[src/hdl/svp_defines.vh]
// Constants for the segmented vector pipeline.
// Assumes inclusion by bare name from the design files.
`ifndef SVP_DEFINES_VH
`define SVP_DEFINES_VH
`define SVP_WORD_W 64
`define SVP_IDX_W 7
`define SVP_LEN_W 8
`define SVP_MAX_LEN 8'h40
`define SVP_STAGES 5
`define SVP_FIFO_DEPTH 32
`define SVP_FIFO_AW 5
`define SVP_OP_W 2
`define SVP_OP_ADD 2'h0
`define SVP_OP_AND 2'h1
`define SVP_OP_OR 2'h2
`define SVP_OP_XOR 2'h3
`define SVP_ST_IDLE 2'h0
`define SVP_ST_RUN 2'h1
`define SVP_ST_DRAIN 2'h2
`endif

[src/hdl/svp_fifo.v]
// Result buffer: synchronous FIFO with valid/ready on both sides.
// Assumes one clock, asynchronous active-low reset.
`timescale 1ns/1ps
`default_nettype none
module svp_fifo #(
	parameter WIDTH = 71,
	parameter DEPTH = 32,
	parameter AW = 5
) (
	input wire clk,
	input wire rstn,
	input wire in_valid,
	output wire in_ready,
	input wire [WIDTH-1:0] in_data,
	output wire out_valid,
	input wire out_ready,
	output wire [WIDTH-1:0] out_data
);
	reg [WIDTH-1:0] mem [0:DEPTH-1];
	reg [AW-1:0] wr_ptr;
	reg [AW-1:0] rd_ptr;
	reg [AW:0] count;
	wire push;
	wire pop;

	// Honest flags from the occupancy count
	assign in_ready = (count != DEPTH[AW:0]);
	assign out_valid = (count != {(AW+1){1'b0}});
	assign push = in_valid && in_ready;
	assign pop = out_valid && out_ready;
	assign out_data = mem[rd_ptr];

	// Storage array, no reset needed on data
	always @(posedge clk) begin
		if (push) begin
			mem[wr_ptr] <= in_data;
		end
	end

	// Pointers and count
	always @(posedge clk or negedge rstn) begin
		if (!rstn) begin
			wr_ptr <= {AW{1'b0}};
			rd_ptr <= {AW{1'b0}};
			count <= {(AW+1){1'b0}};
		end else begin
			if (push) begin
				wr_ptr <= wr_ptr + 1'b1;
			end
			if (pop) begin
				rd_ptr <= rd_ptr + 1'b1;
			end
			if (push && !pop) begin
				count <= count + 1'b1;
			end else if (pop && !push) begin
				count <= count - 1'b1;
			end
		end
	end
endmodule
`default_nettype wire

[src/hdl/svp_pipe.v]
// Segmented vector functional unit with element sequencer and result buffer.
// Assumes the register file supplies operands combinationally by index,
// and drains results through a valid/ready write port.
`timescale 1ns/1ps
`default_nettype none
`include "svp_defines.vh"
module svp_pipe (
	input wire CLK_SYS,
	input wire RSTN,
	input wire ISSUE,
	input wire [`SVP_OP_W-1:0] OP_SEL,
	input wire SCALAR_MODE,
	input wire [`SVP_WORD_W-1:0] SCALAR_IN,
	input wire [`SVP_LEN_W-1:0] VECTOR_LENGTH_COUNT,
	output reg [`SVP_IDX_W-1:0] SRC_INDEX,
	output wire SRC_READ,
	input wire [`SVP_WORD_W-1:0] SRC_J_DATA,
	input wire [`SVP_WORD_W-1:0] SRC_K_DATA,
	output wire RES_VALID,
	input wire RES_READY,
	output wire [`SVP_IDX_W-1:0] RES_INDEX,
	output wire [`SVP_WORD_W-1:0] RES_DATA,
	output wire BUSY
);
	// Operands, scalar and results share one word width
	localparam W = `SVP_WORD_W;
	localparam NS = `SVP_STAGES;
	localparam FW = `SVP_WORD_W + `SVP_IDX_W;
	localparam ST_IDLE = `SVP_ST_IDLE;
	localparam ST_RUN = `SVP_ST_RUN;
	localparam ST_DRAIN = `SVP_ST_DRAIN;

	// Run bookkeeping: captured length, issue and write counters
	reg [1:0] state;
	reg [1:0] next_state;
	reg [`SVP_LEN_W-1:0] length;
	reg [`SVP_LEN_W-1:0] issued;
	reg [`SVP_LEN_W-1:0] written;
	reg [W-1:0] scalar;
	reg [`SVP_OP_W-1:0] op;
	reg use_scalar;
	reg [`SVP_LEN_W-1:0] next_len;

	// Stage registers: data, valid, destination index per stage
	reg [W-1:0] st_data [0:NS-1];
	reg [W-1:0] st_aux [0:NS-1];
	reg [NS-1:0] st_valid;
	reg [`SVP_IDX_W-1:0] st_idx [0:NS-1];

	wire fifo_in_ready;
	wire [FW-1:0] fifo_out;
	wire stall;
	wire enter;
	wire [W-1:0] opnd_k;
	wire write_done;

	// Back-pressure: freeze the whole pipe when the buffer cannot take
	// the result leaving stage five; costs a little throughput under stall.
	// Issue freezes as well, so no operand is read without a slot for it.
	assign stall = st_valid[NS-1] && !fifo_in_ready;
	assign enter = (state == ST_RUN) && (issued != length) && !stall;
	assign SRC_READ = enter;
	assign opnd_k = use_scalar ? scalar : SRC_K_DATA;
	assign write_done = RES_VALID && RES_READY;

	// Clamp length to register size; a zero length reads nothing
	// but still passes one cycle each through run and drain.
	always @* begin
		next_len = VECTOR_LENGTH_COUNT;
		if (VECTOR_LENGTH_COUNT > `SVP_MAX_LEN) begin
			next_len = `SVP_MAX_LEN;
		end
	end

	// Sequencer next state
	always @* begin
		next_state = state;
		case (state)
			ST_IDLE: begin
				if (ISSUE) begin
					next_state = ST_RUN;
				end
			end
			ST_RUN: begin
				if (issued == length) begin
					next_state = ST_DRAIN;
				end
			end
			ST_DRAIN: begin
				if (written == length) begin
					next_state = ST_IDLE;
				end
			end
			default: begin
				next_state = ST_IDLE;
			end
		endcase
	end

	// Busy falls once the last buffered result has been written
	assign BUSY = (state != ST_IDLE);

	// Sequencer registers and issue capture
	// ISSUE is ignored while busy; the captured copies hold for the run.
	always @(posedge CLK_SYS or negedge RSTN) begin
		if (!RSTN) begin
			state <= ST_IDLE;
			length <= {`SVP_LEN_W{1'b0}};
			issued <= {`SVP_LEN_W{1'b0}};
			written <= {`SVP_LEN_W{1'b0}};
			scalar <= {W{1'b0}};
			op <= `SVP_OP_ADD;
			use_scalar <= 1'b0;
			SRC_INDEX <= {`SVP_IDX_W{1'b0}};
		end else begin
			state <= next_state;
			if (state == ST_IDLE && ISSUE) begin
				length <= next_len;
				scalar <= SCALAR_IN;
				op <= OP_SEL;
				use_scalar <= SCALAR_MODE;
				issued <= {`SVP_LEN_W{1'b0}};
				written <= {`SVP_LEN_W{1'b0}};
				SRC_INDEX <= {`SVP_IDX_W{1'b0}};
			end else begin
				if (enter) begin
					issued <= issued + 1'b1;
					SRC_INDEX <= SRC_INDEX + 1'b1;
				end
				if (write_done) begin
					written <= written + 1'b1;
				end
			end
		end
	end

	// Stage one: logic operations finish here; for an add the j operand
	// waits here while the k operand rides alongside in the aux word.
	// The captured op is stable for the whole run, so no per-stage copy.
	always @(posedge CLK_SYS or negedge RSTN) begin
		if (!RSTN) begin
			st_valid[0] <= 1'b0;
			st_data[0] <= {W{1'b0}};
			st_aux[0] <= {W{1'b0}};
			st_idx[0] <= {`SVP_IDX_W{1'b0}};
		end else if (!stall) begin
			st_valid[0] <= enter;
			st_idx[0] <= SRC_INDEX;
			st_aux[0] <= opnd_k;
			case (op)
				`SVP_OP_AND: st_data[0] <= SRC_J_DATA & opnd_k;
				`SVP_OP_OR: st_data[0] <= SRC_J_DATA | opnd_k;
				`SVP_OP_XOR: st_data[0] <= SRC_J_DATA ^ opnd_k;
				default: st_data[0] <= SRC_J_DATA;
			endcase
		end
	end

	// Later stages shift forward one per clock. The whole 64-bit add sits
	// in the second stage; the remaining stages only carry the result,
	// which keeps the unit time fixed whatever the operation. Splitting
	// the carry over several stages would ease timing but cost more flops.
	genvar g;
	generate
		for (g = 1; g < NS; g = g + 1) begin : g_stage
			always @(posedge CLK_SYS or negedge RSTN) begin
				if (!RSTN) begin
					st_valid[g] <= 1'b0;
					st_data[g] <= {W{1'b0}};
					st_aux[g] <= {W{1'b0}};
					st_idx[g] <= {`SVP_IDX_W{1'b0}};
				end else if (!stall) begin
					st_valid[g] <= st_valid[g-1];
					st_idx[g] <= st_idx[g-1];
					if (op == `SVP_OP_ADD && g == 1) begin
						st_data[g] <= st_data[g-1] + st_aux[g-1];
					end else begin
						st_data[g] <= st_data[g-1];
					end
					st_aux[g] <= st_aux[g-1];
				end
			end
		end
	endgenerate

	// Result buffer after stage five: fixed latency into the buffer while it has room
	// The buffer adds one cycle: a result shows six clocks after entry.
	svp_fifo #(
		.WIDTH(FW),
		.DEPTH(`SVP_FIFO_DEPTH),
		.AW(`SVP_FIFO_AW)
	) u_fifo (
		.clk(CLK_SYS),
		.rstn(RSTN),
		.in_valid(st_valid[NS-1]),
		.in_ready(fifo_in_ready),
		.in_data({st_idx[NS-1], st_data[NS-1]}),
		.out_valid(RES_VALID),
		.out_ready(RES_READY),
		.out_data(fifo_out)
	);

	// Results to successive destination elements
	assign RES_DATA = fifo_out[W-1:0];
	assign RES_INDEX = fifo_out[FW-1:W];
	// Independent unit: no shared resources with sibling pipes
	// Several instances may run different operations side by side.
endmodule
`default_nettype wire

[config.mk]
export PLATFORM = sky130hd
export DESIGN_NAME = svp_pipe
export DESIGN_NICKNAME = d
export VERILOG_FILES = /design/src/hdl/svp_fifo.v /design/src/hdl/svp_pipe.v
export VERILOG_INCLUDE_DIRS = /design/src /design/src/hdl
export SDC_FILE = /design/constraint.sdc
export NUM_CORES = 2
export LEC_CHECK = 0
export BUFFER_PORTS_ARGS = -buffer_cell sky130_fd_sc_hd__buf_2
export CAP_MARGIN = 30
export CORE_ASPECT_RATIO = 2
export CORE_MARGIN = 5
export CORE_UTILIZATION = 46
export DETAILED_ROUTE_END_ITERATION = 12
export PLACE_DENSITY = 0.66
export SLEW_MARGIN = 25
export SYNTH_ARGS = -nofsm -noshare
export SYNTH_HDL_FRONTEND = slang
export SYNTH_SLANG_ARGS = --single-unit
[constraint.sdc]
create_clock -name CLK_SYS -period 14.3 [get_ports CLK_SYS]
set_input_delay 2.145 -clock CLK_SYS [delete_from_list [all_inputs] [get_ports CLK_SYS]]
set_output_delay 2.145 -clock CLK_SYS [all_outputs]
set_load 0.005 [all_outputs]
Yosys cells after proc, flatten, opt, wreduce, memory -nomap -nowiden

Memories as Yosys holds them, arrays and structs flattened.
Cells that the tools add are included.

Register bits: 540
RAM bits: 2272
Output and inout port bits: 81
Logic and storage cells: 90
Memories: 1

$add $sub $neg: 8
Magnitude comparators: 1
Equality and inequality tests: 12
Multiplexer cells: 18
Bitwise logic cells: 3
Reductions and logical operators: 20

Memory list:

| name       | words | bits a word | rd ports | clocked after memory_dff | write ports | line          | text |
|---|---|---|---|---|---|---|---|
| u_fifo.mem | 32    | 71          | 1        | 0                        | 1           | svp_fifo.v:19 | `reg [WIDTH-1:0] mem [0:DEPTH-1];` |

Operators with widths:

| kind                  | number |
|---|---|
| $pmux W64 S3          | 1 |
| $mux W64              | 2 |
| $add A64 B64 Y64      | 1 |
| $and A64 B64 Y64      | 1 |
| $or A64 B64 Y64       | 1 |
| $xor A64 B64 Y64      | 1 |
| $mux W8               | 5 |
| $add A8 B1 Y8 const B | 2 |
| $eq A8 B8 Y1          | 2 |
| $mux W7               | 2 |
| $mux W6               | 2 |
| $add A5 B1 Y5 const B | 2 |
| $gt A8 B7 Y1 const B  | 1 |
| $logic_and A1 B1 Y1   | 8 |
| $ne A8 B8 Y1          | 1 |
| $reduce_bool A2 Y1    | 4 |
| $add A7 B1 Y7 const B | 1 |
| $add A6 B1 Y6 const B | 1 |
| $eq A2 B2 Y1 const B  | 3 |
| $mux W2               | 3 |
| $ne A6 B6 Y1 const B  | 1 |
| $pmux W2 S3           | 1 |
| $reduce_bool A6 Y1    | 1 |
| $sub A6 B1 Y6 const B | 1 |
| other kinds (7)       | 14 |

Longest topological paths before layout

Depth in word-level cells: 7
Gate-level depth with buffers: 15
Depth with buffers taken out: 14

Hierarchy

Synthesis repeated with hierarchy kept, for this count alone.

Cell total of the unflattened synthesis: 7119
Area, all modules: 115142.9 um2

Modules (own cells, without submodules):

| module   | instances | cells each | area an instance (um2) |
|---|---|---|---|
| svp_fifo | 1         | 3828       | 86820.8 |
| svp_pipe | 1         | 3291       | 28322.2 |

Least setup slack after synthesis

Ideal clock, no wire load.

Path kind: flip-flop to output port
From: reg u_fifo.rd_ptr[0]
To: out RES_DATA[0]
Data arrival time: 2.814 ns
Data required time: 12.155 ns
Setup slack: 9.341 ns
Cell stages (with the launch flop): 8
Cell sequence: dfrtp_1 clkbuf_1 clkbuf_1 clkbuf_1 buf_1 mux4_2 mux4_2 mux2_2

Longest elaborated chain between the ends: 1

Ends and longest elaborated chain:

| item                   | line          | text |
|---|---|---|
| start, declared        | svp_fifo.v:21 | `reg [AW-1:0] rd_ptr;` |
| start signal, assigned | svp_fifo.v:44 | `rd_ptr <= {AW{1'b0}};` |
| start signal, assigned | svp_fifo.v:51 | `rd_ptr <= rd_ptr + 1'b1;` |
| $mem_v2 Z32 W71        | -             |  |
| end, declared          | svp_pipe.v:22 | `` output wire [`SVP_WORD_W-1:0] RES_DATA, `` |

Every way passes these cells.

Final worst setup path

From: reg u_fifo.rd_ptr[0]
To: out RES_DATA[28]

Same word-level chain as after synthesis.

==> run_results.csv <==
group,metric,value,unit
routing,wl_per_cell,27.9,um
synth,synth_ff_type,"edfxtp_1",
flow_run,drv_cap,0,
finish,drive_gt1_share,24.1,%
finish,area_delta_synth_final,12.4,%
timing,layout_setup_ws,6790,ps
critical_path,worstPathMaxFanout,69,
cts,hold_buffers,0,
placed_design,numPlacedInstances,9935,
routing,post-route-drc-count,2,
timing,setup_tns,0,ps
routing,ant_nets,0,
cts,numCtsBuffers,240,
critical_path,start_kind,"flop",
critical_path,crit_required,12150,ps
routing,firstDrtPassIters,12,
synth,synth_area_per_cell,17.4,sq um
cts,ctsResizeCount,0,
cts,cts_buffer_depth,4,
cts,clkSlewWorstSetupHoldPaths,70,ps
placed_design,dp_hpwl,160000,um
timing,setup_viol,0,
pwr,p_clk_share,22.3,%
cts,cts.sinks,2812,
floorplanning,die_x,363,um
floorplanning,start_util,46.2,%
timing,tightest_slew,1060,ps
pwr,comb_power_share,34.2,%
cts,post_cts_buffers,0,
global_routing,grt_overflow,0,
critical_path,cp.arrival,5370,ps
finish,fillers,20100,
critical_path,endpoint_kind,"output pin",
timing,finClkSkew,87.6,ps
pwr,ir_drop,0.000170,V
routing,routed_via_density,5.82,
placed_design,place.gp.congestion,0.850,
synth,syn-cell-area,115000,sq um
routing,vias,60600,
synth,synth_nets,7014,
global_routing,grt_max_degree,196,
synth,synth_edf_count,2272,
synth,ys_seq_elements,2812,
pwr,switching_share,33.9,%
synth,yosysUniqueCellTypes,68,
placed_design,port_buffers,287,
cts,cts_tree,"yes",
pwr,power_density,229,nW/um^2
synth,synthArstFlopShare,19.2,%
timing,max_slew_margin,29.1,%
finish,fin_area,129000,sq um
global_routing,antenna_found_initial,5,
cts,root_buffer,"clkbuf_16",
hold_path,holdCritPathClass,"reg2reg",
timing,period_share,52.5,%
floorplanning,fp.dieH,717,um
cts,cts_max_level,4,
timing,period_minus_slack,7510,ps
timing,fmax,133,MHz
timing,rsz0062_at_grt,"no",
timing,maxSlewViolCount,0,
synth,synthCells,6601,
synth,ys_warn_count,0,
synth,ys_seq_area_share,71.1,%
run_status,outcome,"finished with violations",
global_routing,grt_use_total,22.2,%
pwr,switchingPower,10000,uW
routing,drt_iter0_markers,6440,
cts,insertion_delay,930,ps
finish,fin_util,51.9,%
floorplanning,die_area,260000,sq um
run_status,violations,"DRC",
pwr,p_int,19600,uW
pwr,seqPwrFrac,43.5,%
floorplanning,rows,259,
pwr,power_leakage,0.0462,uW
placed_design,dpl_cell_area,121000,sq um
routing,drt-total-wl,291000,um
placed_design,pre_cts_slack,7650,ps
critical_path,worstSetupPathType,"reg2out",
floorplanning,io_pins,288,
finish,final_nets,7362,
finish,finalNonFillerCells,10400,
floorplanning,coreArea,249000,sq um
global_routing,first_global_vias,62400,
timing,finalHoldViolations,0,
global_routing,grt_pass1_wl,425000,um
[flip-flops by register name, summed over array words and instances (netlist names)]
| name | cells |
|---|---|
| u_fifo.mem | 2272 |
| st_data | 320 |
| scalar | 64 |
| st_aux | 64 |
| st_idx | 35 |
| issued | 8 |
| length | 8 |
| written | 8 |
| SRC_INDEX | 7 |
| u_fifo.count | 6 |
| st_valid | 5 |
| u_fifo.rd_ptr | 5 |
| u_fifo.wr_ptr | 5 |
| op | 2 |
| state | 2 |
| use_scalar | 1 |
[synthesized netlist by cell type, types with 5 or more instances]
library cell | number | area, sq um
a211oi_1 | 45 | 338
a21o_1 | 44 | 330
a21oi_1 | 247 | 1240
a31oi_1 | 32 | 200
and2_1 | 5 | 31.3
and3_1 | 28 | 175
buf_1 | 47 | 176
clkbuf_1 | 300 | 1130
dfrtp_1 | 540 | 13500
edfxtp_1 | 2272 | 68200
ha_1 | 204 | 2550
inv_1 | 170 | 638
mux2_2 | 108 | 1220
mux2i_1 | 69 | 691
mux4_2 | 740 | 16700
nand2_1 | 1124 | 4220
nand2b_1 | 8 | 50.1
nand3_1 | 16 | 80.1
nand4_1 | 26 | 163
nor2_1 | 276 | 1040
nor2b_1 | 7 | 43.8
nor3_1 | 18 | 90.1
o21a_1 | 11 | 82.6
o21ai_0 | 64 | 320
o21ai_1 | 8 | 40.0
o21bai_1 | 9 | 67.6
or3_1 | 8 | 50.1
xnor2_1 | 59 | 517
xor2_1 | 41 | 359
[placed cells by master (no fill, tap or decap), types with 18 or more instances in the layout]
cell / netlist / layout
nor2_1: 276 / 243
clkinv_1: 0 / 38
a211oi_1: 45 / 45
clkbuf_16: 0 / 242
buf_2: 2 / 286
edfxtp_1: 2272 / 2272
buf_4: 0 / 114
dfrtp_1: 540 / 526
xnor2_1: 59 / 59
a21oi_1: 247 / 247
clkinv_2: 0 / 38
a31oi_1: 32 / 32
buf_8: 0 / 27
a21o_1: 44 / 44
clkbuf_1: 300 / 45
nor3_1: 18 / 18
xor2_1: 41 / 41
bufinv_16: 0 / 25
and3_1: 28 / 27
mux2i_1: 69 / 69
nor2_4: 0 / 32
nand2_1: 1124 / 1123
clkinvlp_4: 0 / 20
mux2_2: 108 / 108
o21ai_0: 64 / 64
ha_1: 204 / 204
inv_1: 170 / 170
nand4_1: 26 / 26
mux4_2: 740 / 740
[cell families (layout without fill, tap and decap cells)]
| logic type | count (synthesis) | after routing | share of synthesized area, % |
|---|---|---|---|
| other cells | 0 | 4 | 0 |
| flops | 2812 | 2812 | 71.1 |
| compound gates | 508 | 508 | 2.65 |
| mux | 917 | 917 | 16.2 |
| simple gates | 1539 | 1539 | 5.32 |
| buf+inv | 519 | 1062 | 1.70 |
| xor+xnor | 100 | 100 | 0.762 |
| fa+ha+maj | 206 | 206 | 2.26 |
[through the flow]
stage / total power [uW] / hold slack [ps]
global route: 31100 / 483
detailed placement: 23100 / 455
finish: 29600 / 429
floorplan: 19400 / 430
CTS: 29700 / 448
global placement: 22800 / 446
[cell type report]
cell class	instances	area [sq um]	share of cell area, %
sequential	2812	81800	63.3
multi-input combinational	3270	31500	24.4
clock buffer	301	6420	4.97
tap	3262	4080	3.16
timing repair buffer	455	3320	2.57
clock inverter	136	1410	1.09
inverter	170	638	0.494
antenna	4	10.0	0.00775
[layer usage]
layer / global-route usage, % / vias up / part of all wire (%)
met3: 2.96 / 484 / 6.9
met5: 0 / - / 0
met4: 6.85 / 0 / 3.3
met2: 39.4 / 2462 / 52
li1: - / 26000 / -
met1: 28.5 / 31600 / 38
[path summary, 6_finish.rpt]
kind | startpoint | endpoint | slack (ps) | depth (start not counted)
hold reg to reg | st_data[126] | st_data[62] | 430 | 2
hold / removal | st_data[126] | st_data[62] | 430 | 2
max in group asynchronous | RSTN | use_scalar | 10310 | 4
min in group asynchronous | RSTN | scalar[39] | 1230 | 1
setup reg to reg | u_fifo.count[0] | u_fifo.mem[11][35] | 9060 | 7
setup / recovery | u_fifo.rd_ptr[0] | RES_DATA[28] | 6790 | 7
[power by group through the flow]
stage	logic [uW]	registers (uW)	clock network (uW)
CTS	9880	13100	6740
floorplan	6880	12500	0
global placement	9620	13200	0
global route	11000	13100	7060
finish	10100	12900	6610
detailed placement	9840	13300	0
[worst max-delay path, cell delays in order (launching register included)]
cell     delay, ps
dfrtp_4       1010
buf_4          800
buf_12         420
buf_16         430
mux4_2         570
mux4_2         530
mux2_2         340
buf_2          140
No activity file was read; power rests on OpenSTA's default activity.
